$ cat config.mk
export PLATFORM = sky130hd
export DESIGN_NAME = poisoned_tlp_error_logging
export DESIGN_NICKNAME = d
export VERILOG_FILES = /design/src/core/poison_pkg.sv /design/src/core/parity_flags.sv /design/src/core/poisoned_tlp_error_logging.sv
export SDC_FILE = /design/constraint.sdc
export NUM_CORES = 1
export LEC_CHECK = 0
export ABC_CLOCK_PERIOD_IN_PS = 1800
export BUFFER_PORTS_ARGS = -buffer_cell sky130_fd_sc_hd__buf_2
export CAP_MARGIN = 20
export CORE_MARGIN = 2
export CORE_UTILIZATION = 41
export CTS_CLUSTER_DIAMETER = 60
export CTS_CLUSTER_SIZE = 24
export DETAILED_ROUTE_END_ITERATION = 16
export GPL_ROUTABILITY_DRIVEN = 0
export GPL_TIMING_DRIVEN = 0
export PLACE_DENSITY = 0.8
export SLEW_MARGIN = 20
export SYNTH_ARGS = -nofsm -noshare
export SYNTH_HDL_FRONTEND = slang
export SYNTH_SLANG_ARGS = --single-unit
$ cat constraint.sdc
create_clock -name pclk -period 1.8 [get_ports pclk]
set_input_delay 0.36 -clock pclk [delete_from_list [all_inputs] [get_ports pclk]]
set_output_delay 0.36 -clock pclk [all_outputs]
set_load 0.05 [all_outputs]
$ cat src/core/poison_pkg.sv
// Shared types and constants for the poisoned packet error logging block
package poison_pkg;

  // Packet kinds seen by the transaction layer
  typedef enum logic [2:0] {
    KIND_MEM_RD = 3'h0,
    KIND_MEM_WR = 3'h1,
    KIND_CPL    = 3'h2,
    KIND_CFG_RD = 3'h3,
    KIND_CFG_WR = 3'h4,
    KIND_MSG    = 3'h5
  } tlp_kind_e;

  // One packet beat on any stream of the block
  typedef struct packed {
    logic       vld;
    tlp_kind_e  kind;
    logic       poisoned;  // Header poisoned indicator
    logic [7:0] tag;
    logic [9:0] reg_idx;   // Config dword index for config requests
    logic [31:0] data;
  } tlp_s;

  // Configuration space layout
  localparam logic [9:0]  CFG_CMD_STS_IDX = 10'h001;
  localparam int unsigned STS_DPE_BIT     = 15;
  localparam int unsigned STS_MDPE_BIT    = 8;
  localparam int unsigned CMD_PERR_EN_BIT = 6;
  localparam logic [15:0] CMD_WR_MASK     = 16'h0040;
  localparam logic [15:0] CMD_RST         = 16'h0000;
  localparam logic [15:0] STS_RST         = 16'h0000;

  // APB register offsets
  localparam logic [11:0] OFF_CMD_STS  = 12'h000;
  localparam logic [11:0] OFF_IRQ_STS  = 12'h004;
  localparam logic [11:0] OFF_IRQ_MASK = 12'h008;

  // Interrupt status layout
  localparam int unsigned IRQ_W        = 3;
  localparam int unsigned IRQ_DPE      = 0;
  localparam int unsigned IRQ_MDPE     = 1;
  localparam int unsigned IRQ_CFG_BLK  = 2;
  localparam logic [2:0]  IRQ_STS_RST  = 3'h0;
  localparam logic [2:0]  IRQ_MASK_RST = 3'h0;

endpackage : poison_pkg

$ cat src/core/parity_flags.sv
// Sticky parity error flags of the config status register
`timescale 1ns/1ps
`default_nettype none
module parity_flags (
  input  wire logic        pclk,
  input  wire logic        presetn,
  input  wire logic        perr_en,
  input  wire logic        rx_poison_any,
  input  wire logic        rx_poison_cpl,
  input  wire logic        tx_poison_wr,
  input  wire logic [15:0] clr,
  output var  logic [15:0] status_ff,
  output var  logic        dpe_evt,
  output var  logic        mdpe_evt
);
  import poison_pkg::*;

  logic [15:0] nxt_status;

  // Event decode
  assign dpe_evt  = rx_poison_any;
  assign mdpe_evt = perr_en & (tx_poison_wr | rx_poison_cpl);

  // Set wins over clear; flags hold until a one is written
  always_comb begin
    nxt_status               = status_ff & ~clr;
    nxt_status[STS_DPE_BIT]  = (status_ff[STS_DPE_BIT] & ~clr[STS_DPE_BIT]) | dpe_evt;
    nxt_status[STS_MDPE_BIT] = (status_ff[STS_MDPE_BIT] & ~clr[STS_MDPE_BIT]) | mdpe_evt;
  end

  // Status flag register
  always_ff @(posedge pclk or negedge presetn) begin
    if (!presetn) status_ff <= STS_RST;
    else          status_ff <= nxt_status;
  end

  property p_dpe_set;
    @(posedge pclk) disable iff (!presetn) rx_poison_any |=> status_ff[STS_DPE_BIT];
  endproperty
  a_dpe_set: assert property (p_dpe_set) else $error("detected parity flag not set");

  property p_mdpe_gated;
    @(posedge pclk) disable iff (!presetn) $rose(status_ff[STS_MDPE_BIT]) |-> $past(perr_en);
  endproperty
  a_mdpe_gated: assert property (p_mdpe_gated) else $error("master parity flag set while disabled");

  property p_mdpe_set;
    @(posedge pclk) disable iff (!presetn) (perr_en && (tx_poison_wr || rx_poison_cpl)) |=> status_ff[STS_MDPE_BIT];
  endproperty
  a_mdpe_set: assert property (p_mdpe_set) else $error("master parity flag missed");

  property p_sticky;
    @(posedge pclk) disable iff (!presetn) status_ff[STS_DPE_BIT] && !clr[STS_DPE_BIT] |=> status_ff[STS_DPE_BIT];
  endproperty
  a_sticky: assert property (p_sticky) else $error("detected parity flag lost");

endmodule : parity_flags
`default_nettype wire

$ cat src/core/poisoned_tlp_error_logging.sv
// Poisoned packet forwarding, config write blocking and parity error logging
`timescale 1ns/1ps
`default_nettype none
module poisoned_tlp_error_logging (
  input  wire logic              pclk,
  input  wire logic              presetn,
  input  wire logic [11:0]       paddr,
  input  wire logic              psel,
  input  wire logic              penable,
  input  wire logic              pwrite,
  input  wire logic [31:0]       pwdata,
  output var  logic [31:0]       prdata,
  output var  logic              pready,
  output var  logic              pslverr,
  output var  logic              irq,
  input  wire poison_pkg::tlp_s  link_rx,
  output var  poison_pkg::tlp_s  app_rx,
  input  wire poison_pkg::tlp_s  app_tx,
  output var  logic              app_tx_ready,
  output var  poison_pkg::tlp_s  link_tx
);
  import poison_pkg::*;

  // Registered state
  logic [15:0]      command_ff;
  logic [15:0]      status;
  logic [IRQ_W-1:0] irq_sts_ff;
  logic [IRQ_W-1:0] irq_mask_ff;
  logic [31:0]      prdata_ff;
  logic             pready_ff;
  logic             pslverr_ff;
  logic             irq_ff;
  tlp_s             app_rx_ff;
  tlp_s             link_tx_ff;
  tlp_s             cpl_pend_ff;
  logic             tx_ready_ff;
  logic             cfg_out_ff;

  // Received packet decode
  wire rx_poison     = link_rx.vld & link_rx.poisoned;
  wire rx_is_cfg     = (link_rx.kind == KIND_CFG_WR) | (link_rx.kind == KIND_CFG_RD);
  wire rx_cfg        = link_rx.vld & rx_is_cfg;
  wire rx_cfg_wr     = link_rx.vld & (link_rx.kind == KIND_CFG_WR);
  wire rx_cfg_hit    = link_rx.reg_idx == CFG_CMD_STS_IDX;
  wire cfg_wr_ok     = rx_cfg_wr & ~link_rx.poisoned & rx_cfg_hit;
  wire cfg_wr_blk    = rx_cfg_wr & link_rx.poisoned;
  wire rx_poison_cpl = rx_poison & (link_rx.kind == KIND_CPL);

  // Transmit side decode
  wire tx_take       = app_tx.vld & tx_ready_ff;
  wire tx_poison_wr  = tx_take & app_tx.poisoned & (app_tx.kind == KIND_MEM_WR);

  // APB decode
  wire apb_setup     = psel & ~penable;
  wire apb_done      = psel & penable & pready_ff;
  wire apb_wr        = apb_done & pwrite & ~pslverr_ff;
  wire hit_cmd_sts   = paddr == OFF_CMD_STS;
  wire hit_irq_sts   = paddr == OFF_IRQ_STS;
  wire hit_irq_mask  = paddr == OFF_IRQ_MASK;
  wire addr_ok       = hit_cmd_sts | hit_irq_sts | hit_irq_mask;
  wire apb_cmd_wr    = apb_wr & hit_cmd_sts;
  wire apb_isr_wr    = apb_wr & hit_irq_sts;
  wire apb_msk_wr    = apb_wr & hit_irq_mask;

  // Status clear from either software path, one written ones
  wire [15:0] sts_clr = ({16{cfg_wr_ok}} & link_rx.data[31:16]) |
                        ({16{apb_cmd_wr}} & pwdata[31:16]);

  wire perr_en  = command_ff[CMD_PERR_EN_BIT];
  wire dpe_evt;
  wire mdpe_evt;

  // Parity error status flags
  parity_flags u_flags (
    .pclk          (pclk),
    .presetn       (presetn),
    .perr_en       (perr_en),
    .rx_poison_any (rx_poison),
    .rx_poison_cpl (rx_poison_cpl),
    .tx_poison_wr  (tx_poison_wr),
    .clr           (sts_clr),
    .status_ff     (status),
    .dpe_evt       (dpe_evt),
    .mdpe_evt      (mdpe_evt)
  );

  // Command register next value; poisoned writes never reach it
  wire [15:0] cmd_wdata = cfg_wr_ok ? link_rx.data[15:0] : pwdata[15:0];
  wire        cmd_load  = cfg_wr_ok | apb_cmd_wr;
  wire [15:0] nxt_command = cmd_load ? (cmd_wdata & CMD_WR_MASK) : command_ff;

  // Command register
  always_ff @(posedge pclk or negedge presetn) begin
    if (!presetn) command_ff <= CMD_RST;
    else          command_ff <= nxt_command;
  end

  // Interrupt events, set wins over clear
  wire [IRQ_W-1:0] irq_evt = {cfg_wr_blk, mdpe_evt, dpe_evt};
  wire [IRQ_W-1:0] isr_clr = apb_isr_wr ? pwdata[IRQ_W-1:0] : {IRQ_W{1'b0}};
  wire [IRQ_W-1:0] nxt_irq_sts  = (irq_sts_ff & ~isr_clr) | irq_evt;
  wire [IRQ_W-1:0] nxt_irq_mask = apb_msk_wr ? pwdata[IRQ_W-1:0] : irq_mask_ff;
  wire             nxt_irq      = |(nxt_irq_sts & nxt_irq_mask);

  // Interrupt status, mask and output
  always_ff @(posedge pclk or negedge presetn) begin
    if (!presetn) begin
      irq_sts_ff  <= IRQ_STS_RST;
      irq_mask_ff <= IRQ_MASK_RST;
      irq_ff      <= 1'b0;
    end else begin
      irq_sts_ff  <= nxt_irq_sts;
      irq_mask_ff <= nxt_irq_mask;
      irq_ff      <= nxt_irq;
    end
  end

  // APB read mux, sampled in the setup cycle
  wire [31:0] cmd_sts_word = {status, command_ff};
  wire [31:0] nxt_prdata =
    ~apb_setup   ? prdata_ff :
    hit_cmd_sts  ? cmd_sts_word :
    hit_irq_sts  ? {{(32-IRQ_W){1'b0}}, irq_sts_ff} :
    hit_irq_mask ? {{(32-IRQ_W){1'b0}}, irq_mask_ff} : 32'h0000_0000;
  wire        nxt_pready  = apb_setup;
  wire        nxt_pslverr = apb_setup ? ~addr_ok : (pslverr_ff & ~apb_done);

  // APB response registers
  always_ff @(posedge pclk or negedge presetn) begin
    if (!presetn) begin
      prdata_ff  <= 32'h0000_0000;
      pready_ff  <= 1'b0;
      pslverr_ff <= 1'b0;
    end else begin
      prdata_ff  <= nxt_prdata;
      pready_ff  <= nxt_pready;
      pslverr_ff <= nxt_pslverr;
    end
  end

  // Config completion built from the request; never poisoned
  tlp_s nxt_cpl;
  always_comb begin
    nxt_cpl          = '0;
    nxt_cpl.vld      = rx_cfg;
    nxt_cpl.kind     = KIND_CPL;
    nxt_cpl.poisoned = 1'b0;
    nxt_cpl.tag      = link_rx.tag;
    nxt_cpl.reg_idx  = link_rx.reg_idx;
    nxt_cpl.data     = (link_rx.kind == KIND_CFG_RD && rx_cfg_hit) ? cmd_sts_word : 32'h0000_0000;
  end

  // Non-config packets go to the application, poisoned ones too
  tlp_s nxt_app_rx;
  always_comb begin
    nxt_app_rx     = link_rx;
    nxt_app_rx.vld = link_rx.vld & ~rx_is_cfg;
  end

  // Link transmit mux: pending completion has priority over the application
  tlp_s nxt_link_tx;
  always_comb begin
    if (cpl_pend_ff.vld) begin
      nxt_link_tx = cpl_pend_ff;
    end else begin
      nxt_link_tx     = app_tx;
      nxt_link_tx.vld = tx_take;
    end
  end
  // Application held off one cycle after a config request
  wire nxt_tx_ready = ~rx_cfg;
  wire nxt_cfg_out  = cpl_pend_ff.vld;

  // Packet stream registers
  always_ff @(posedge pclk or negedge presetn) begin
    if (!presetn) begin
      app_rx_ff   <= '0;
      cpl_pend_ff <= '0;
      link_tx_ff  <= '0;
      tx_ready_ff <= 1'b0;
      cfg_out_ff  <= 1'b0;
    end else begin
      app_rx_ff   <= nxt_app_rx;
      cpl_pend_ff <= nxt_cpl;
      link_tx_ff  <= nxt_link_tx;
      tx_ready_ff <= nxt_tx_ready;
      cfg_out_ff  <= nxt_cfg_out;
    end
  end

  // Outputs straight from flip-flops
  assign prdata       = prdata_ff;
  assign pready       = pready_ff;
  assign pslverr      = pslverr_ff;
  assign irq          = irq_ff;
  assign app_rx       = app_rx_ff;
  assign app_tx_ready = tx_ready_ff;
  assign link_tx      = link_tx_ff;

  // Poisoned packets reach the application
  property p_poison_fwd;
    @(posedge pclk) disable iff (!presetn)
      (link_rx.vld && link_rx.poisoned && !rx_is_cfg) |=> (app_rx.vld && app_rx.poisoned);
  endproperty
  a_poison_fwd: assert property (p_poison_fwd) else $error("poisoned packet not delivered");

  // Poisoned config write leaves command alone
  property p_cfg_block;
    @(posedge pclk) disable iff (!presetn)
      (cfg_wr_blk && !apb_cmd_wr) |=> $stable(command_ff);
  endproperty
  a_cfg_block: assert property (p_cfg_block) else $error("poisoned config write changed command");

  // Completion two cycles on, never poisoned
  property p_cfg_clean;
    @(posedge pclk) disable iff (!presetn) rx_cfg |-> ##2 (cfg_out_ff && link_tx.vld && !link_tx.poisoned);
  endproperty
  a_cfg_clean: assert property (p_cfg_clean) else $error("config completion missing or poisoned");

  // Application packets leave unchanged
  property p_tx_fwd;
    @(posedge pclk) disable iff (!presetn)
      tx_take |=> (link_tx.vld && link_tx.poisoned == $past(app_tx.poisoned) && link_tx.data == $past(app_tx.data));
  endproperty
  a_tx_fwd: assert property (p_tx_fwd) else $error("transmit packet altered");

  // Status and event bit set by hardware alone
  property p_dpe_seen;
    @(posedge pclk) disable iff (!presetn) rx_poison |=> (irq_sts_ff[IRQ_DPE] && status[STS_DPE_BIT]);
  endproperty
  a_dpe_seen: assert property (p_dpe_seen) else $error("status not updated on poisoned receive");

  // Unmapped access refused
  property p_apb_resp;
    @(posedge pclk) disable iff (!presetn) (apb_setup && !addr_ok) |=> (pready && pslverr);
  endproperty
  a_apb_resp: assert property (p_apb_resp) else $error("unmapped access not refused");

  // Clean traffic never raises detected parity
  property p_clean_rx;
    @(posedge pclk) disable iff (!presetn)
      (!rx_poison && !status[STS_DPE_BIT]) |=> !status[STS_DPE_BIT];
  endproperty
  a_clean_rx: assert property (p_clean_rx) else $error("detected parity set without poisoned packet");

  // Poisoned config write keeps master parity flag
  property p_cfg_keep_sts;
    @(posedge pclk) disable iff (!presetn)
      (cfg_wr_blk && !apb_cmd_wr && status[STS_MDPE_BIT]) |=> status[STS_MDPE_BIT];
  endproperty
  a_cfg_keep_sts: assert property (p_cfg_keep_sts) else $error("poisoned config write cleared status");

  // Received packets delivered whole
  property p_app_fwd;
    @(posedge pclk) disable iff (!presetn)
      (link_rx.vld && !rx_is_cfg) |=> (app_rx == $past(link_rx));
  endproperty
  a_app_fwd: assert property (p_app_fwd) else $error("received packet altered on delivery");

  // Pending completion stalls the application
  property p_tx_hold;
    @(posedge pclk) disable iff (!presetn)
      cpl_pend_ff.vld |-> !app_tx_ready;
  endproperty
  a_tx_hold: assert property (p_tx_hold) else $error("application ready during completion slot");

  // Config requests stay inside the block
  property p_cfg_consumed;
    @(posedge pclk) disable iff (!presetn)
      rx_cfg |=> !app_rx.vld;
  endproperty
  a_cfg_consumed: assert property (p_cfg_consumed) else $error("config request passed to application");

  // Ready is a one-cycle pulse
  property p_pready_pulse;
    @(posedge pclk) disable iff (!presetn)
      pready |=> !pready;
  endproperty
  a_pready_pulse: assert property (p_pready_pulse) else $error("ready held longer than one cycle");

  // Interrupt follows unmasked status
  property p_irq_level;
    @(posedge pclk) disable iff (!presetn)
      irq == |(irq_sts_ff & irq_mask_ff);
  endproperty
  a_irq_level: assert property (p_irq_level) else $error("interrupt level wrong");

  // Main scenarios
  c_poison_rx:  cover property (@(posedge pclk) disable iff (!presetn) rx_poison_cpl && perr_en);
  c_cfg_block:  cover property (@(posedge pclk) disable iff (!presetn) cfg_wr_blk);
  c_tx_poison:  cover property (@(posedge pclk) disable iff (!presetn) tx_poison_wr && perr_en);
  c_irq:        cover property (@(posedge pclk) disable iff (!presetn) $rose(irq));
  c_cfg_rd:     cover property (@(posedge pclk) disable iff (!presetn) rx_cfg && link_rx.kind == KIND_CFG_RD);

endmodule : poisoned_tlp_error_logging
`default_nettype wire

==> metrics.md <==
| Metric | Value |
|---|---|
| Result of the run | finished, final reports clean |
| IO Port Bufs | 280 |
| RSZ-0062 raised after global routing | yes |
| Yosys reg bits | 176 |
| Max Clock Skew | 0.00910 ns |
| Placed cell areas | ~7900 um2 |
| WS Path Type | register to register |
| Initial antenna violation count | 0 |
| Largest net degree at the start of global routing | 103 |
| Hpwl dp | roughly 12 mm |
| TritonCTS buffer count | 17 |
| Sequential area share after synthesis | 0.717 |
| Vias in the first global route | 4455 |
| Maxcap violations | 0 |
| Data required, critical path | 2.10 ns |
| Vias | 4364 |
| CTS tree | done |
| CTS clock-pin slew for the worst setup and hold paths | approximately 0.070 ns |
| RR Endpoint | irq$_DFF_PN0_ |
| Fin util | 0.585 |
| Worst R2R Setup Slack | ~0.017 ns |
| Die area | 16000 um2 |
| Clock Tree Root | clkbuf_16 |
| Startpoint types | register |
| Crit. End Element | register |
| Slowest stage delay, CP | around 0.43 ns |
| Io pins | approximately 310 |
| Post-Syn Instances | 403 |
| Crit path max-delay family | simple AND/OR/NAND/NOR gates |
| Final Cell Area | 8540 um2 |
| DIE HEIGHT | 126 um |
| DRT Wirelength | about 15 mm |
| Slew HR | 0.556 |
| Initial core utilization | 0.421 |
| Setup crit end | irq$_DFF_PN0_ |
| FFs w/ async S/R, synth | 1.00 |
| Die X | between 100 and 150 um |
| CP max stage cell | dfrtp_2 |
| Synth area leader | dfrtp_1 |
| # nets final | 881 |
| Vias/cell | 4.75 |
| Worst-Skew Late Latency | 0.42 ns |
| Top cells by count, synth | dfrtp_1 (176), mux2_2 (37), buf_4 (31) |
| Syn avg cell area | 15.2 um2 |
| Syn. warnings | 0 |
| Most numerous cell in the Yosys netlist | dfrtp_1 |
| Setup Slack @ Placement | -0.713 ns |
| Worst-path cell chain | nor4b_4, and4_4, and2_4, mux2_4, a221o_1 |
| Final Hold Fails | 0 |
| Hold crit path type | primary input to register |
| Max-slew violations | 0 |
| Synth top area share | 0.717 |
| # fillers | 1170 |
| Leak Pwr | 4.47 nW |
| First-pass GRT wire length | 23.5 mm |
| CTS sink cnt | around 180 |
| Layout cells sized above 1 | 0.550 |
| Period utilisation layout | 0.991 |
| Final setup viols | 0 |
| Maximum vdd drop | 0.557 mV |
| Post-DRT Antenna Nets | 0 |
| CP Max Fanout | 3 |
| Peak Freq | 561 MHz |
| CORE AREA | ~15000 um2 |
| Initial DRC Count | 270 |
| CTS max path bufs | 2 |
| Critical path buffer and inverter count | 0 |
| ANT cells | 0 |
| Initial DRT Pass Iterations | 4 |
| Main area contributors after synthesis | dfrtp_1 (72%), mux2_2 (6.8%), buf_4 (3.8%), a22o_1 (3.6%), nor2b_1 (2.0%) |
| WP depth | 5 |
| H-tree Lvls | 4 |
| Critical Path AT | 2.09 ns |
| GRT Util Overall | 0.195 |
| Post-synth EDFFs | 0 |
| Critical Path Start | pslverr$_DFF_PN0_ |
| Number of remaining DRC errors | 0 |
| Final TNS setup | 0 ns |
| Synth Cell Area | around 6100 um2 |
| Syn-to-layout area delta | 39.1% |
| Min Tclk post-route | 1.78 ns |
| Worst r2r src | pslverr$_DFF_PN0_ |
| Design Power | 9.03 mW |
| Worst-Margin Slew | approximately 0.67 ns |
| Total grt overflow | 0 |
| PwrDens | 1060 nW/um2 |
| Rows | between 40 and 50 |
| Top FF cell, synth | dfrtp_1 |
| Wirelength per Cell | 16.9 um |
| Worst setup margin | 0.0166 ns |
| Synth cell types | 40 |
| R2R cell count | 5 |
-- routing by layer --
metal,share of wire,vias up,global-route usage
li1,-,2013,-
met1,0.39,2115,0.240
met2,0.52,207,0.331
met3,0.072,29,0.0599
met4,0.015,0,0.0601
met5,0,-,0
-- logic make-up after synthesis --
group / count (synthesis) / share of synthesized area
buffers and inverters: 62 / 0.0573
AOI/OAI and AO/OA: 54 / 0.0715
muxes: 39 / 0.0713
DFF: 176 / 0.717
and+or+nand+nor: 70 / 0.0811
other: 2 / 0.00122
-- how the worst min path moves through the flow --
stage                                    from                    end  slack, ns  cells past startpoint
floorplan                             presetn    app_rx[0]$_DFF_PN0_       0.06                      0
global placement    cpl_pend_ff[52]$_DFF_PN0_  link_tx[52]$_DFF_PN0_       0.46                      1
detailed placement                    presetn  link_tx[45]$_DFF_PN0_       0.36                      1
CTS                               link_rx[48]   app_rx[48]$_DFF_PN0_       0.02                      1
global route                      link_rx[14]   app_rx[14]$_DFF_PN0_       0.02                      1
finish                            link_rx[48]   app_rx[48]$_DFF_PN0_       0.04                      1
-- flip-flops by register name, indices dropped and copies added (netlist names), 3 cells and up --
register and flops:
app_rx 55, cpl_pend_ff 18, irq_sts_ff 3, link_tx 55, u_flags.status_ff 16, prdata 20, irq_mask_ff 3
-- cell type report --
type,count,area [um2],share of cell area
flip-flops and latches,176,4410,0.516
repair buffers,290,1510,0.177
multi-input cells,176,1460,0.170
clock buffers,21,450,0.0528
plain buffers,42,282,0.0330
well taps,184,230,0.0270
clock inverters,11,131,0.0154
inverters,19,71.3,0.00836
-- metrics by stage --
step / hold WS [ns] / instances
4_1_cts: 0.0180 / 918
3_5_place_dp: 0.358 / 879
5_1_grt: 0.0173 / 919
6_report: 0.0416 / 919
3_3_place_gp: 0.458 / 878
2_1_floorplan: 0.0644 / 414
-- where the power goes --
part,internal (mW),switching [mW]
registers,4.12,0.0548
logic,0.359,0.917
clock network,2.09,1.49
-- cells in the final DEF (no fill, tap or decap), types with 2 or more instances in the layout --
cell type	synthesis	layout
inv_6	0	2
nor4_1	2	2
and3_1	4	4
a22o_1	25	25
and2_1	3	2
dfrtp_2	0	2
a221oi_1	14	14
buf_2	2	280
dfrtp_1	176	174
buf_4	31	40
nor4_4	3	3
mux2_4	0	2
nand4b_1	2	2
nand2_1	7	7
nor4b_4	1	2
inv_1	19	19
mux2_2	37	36
clkbuf_1	9	10
o21ai_0	5	5
clkbuf_16	0	17
clkinvlp_4	0	3
a21oi_1	2	2
nor3_1	15	15
clkinv_4	0	3
nor2_1	4	4
conb_1	2	13
clkbuf_2	0	2
nor2b_1	20	20
bufinv_16	0	2
-- repair_timing --
item                                   CTS  global route
pin swaps                                4             3
buffers inserted                         7             1
gates cloned                             0             0
endpoints found under the hold margin   74             0
setup endpoints to repair               55            30
hold buffers                             1             0
gates resized for setup                  0             5
No activity file was read; power rests on OpenSTA's default activity.
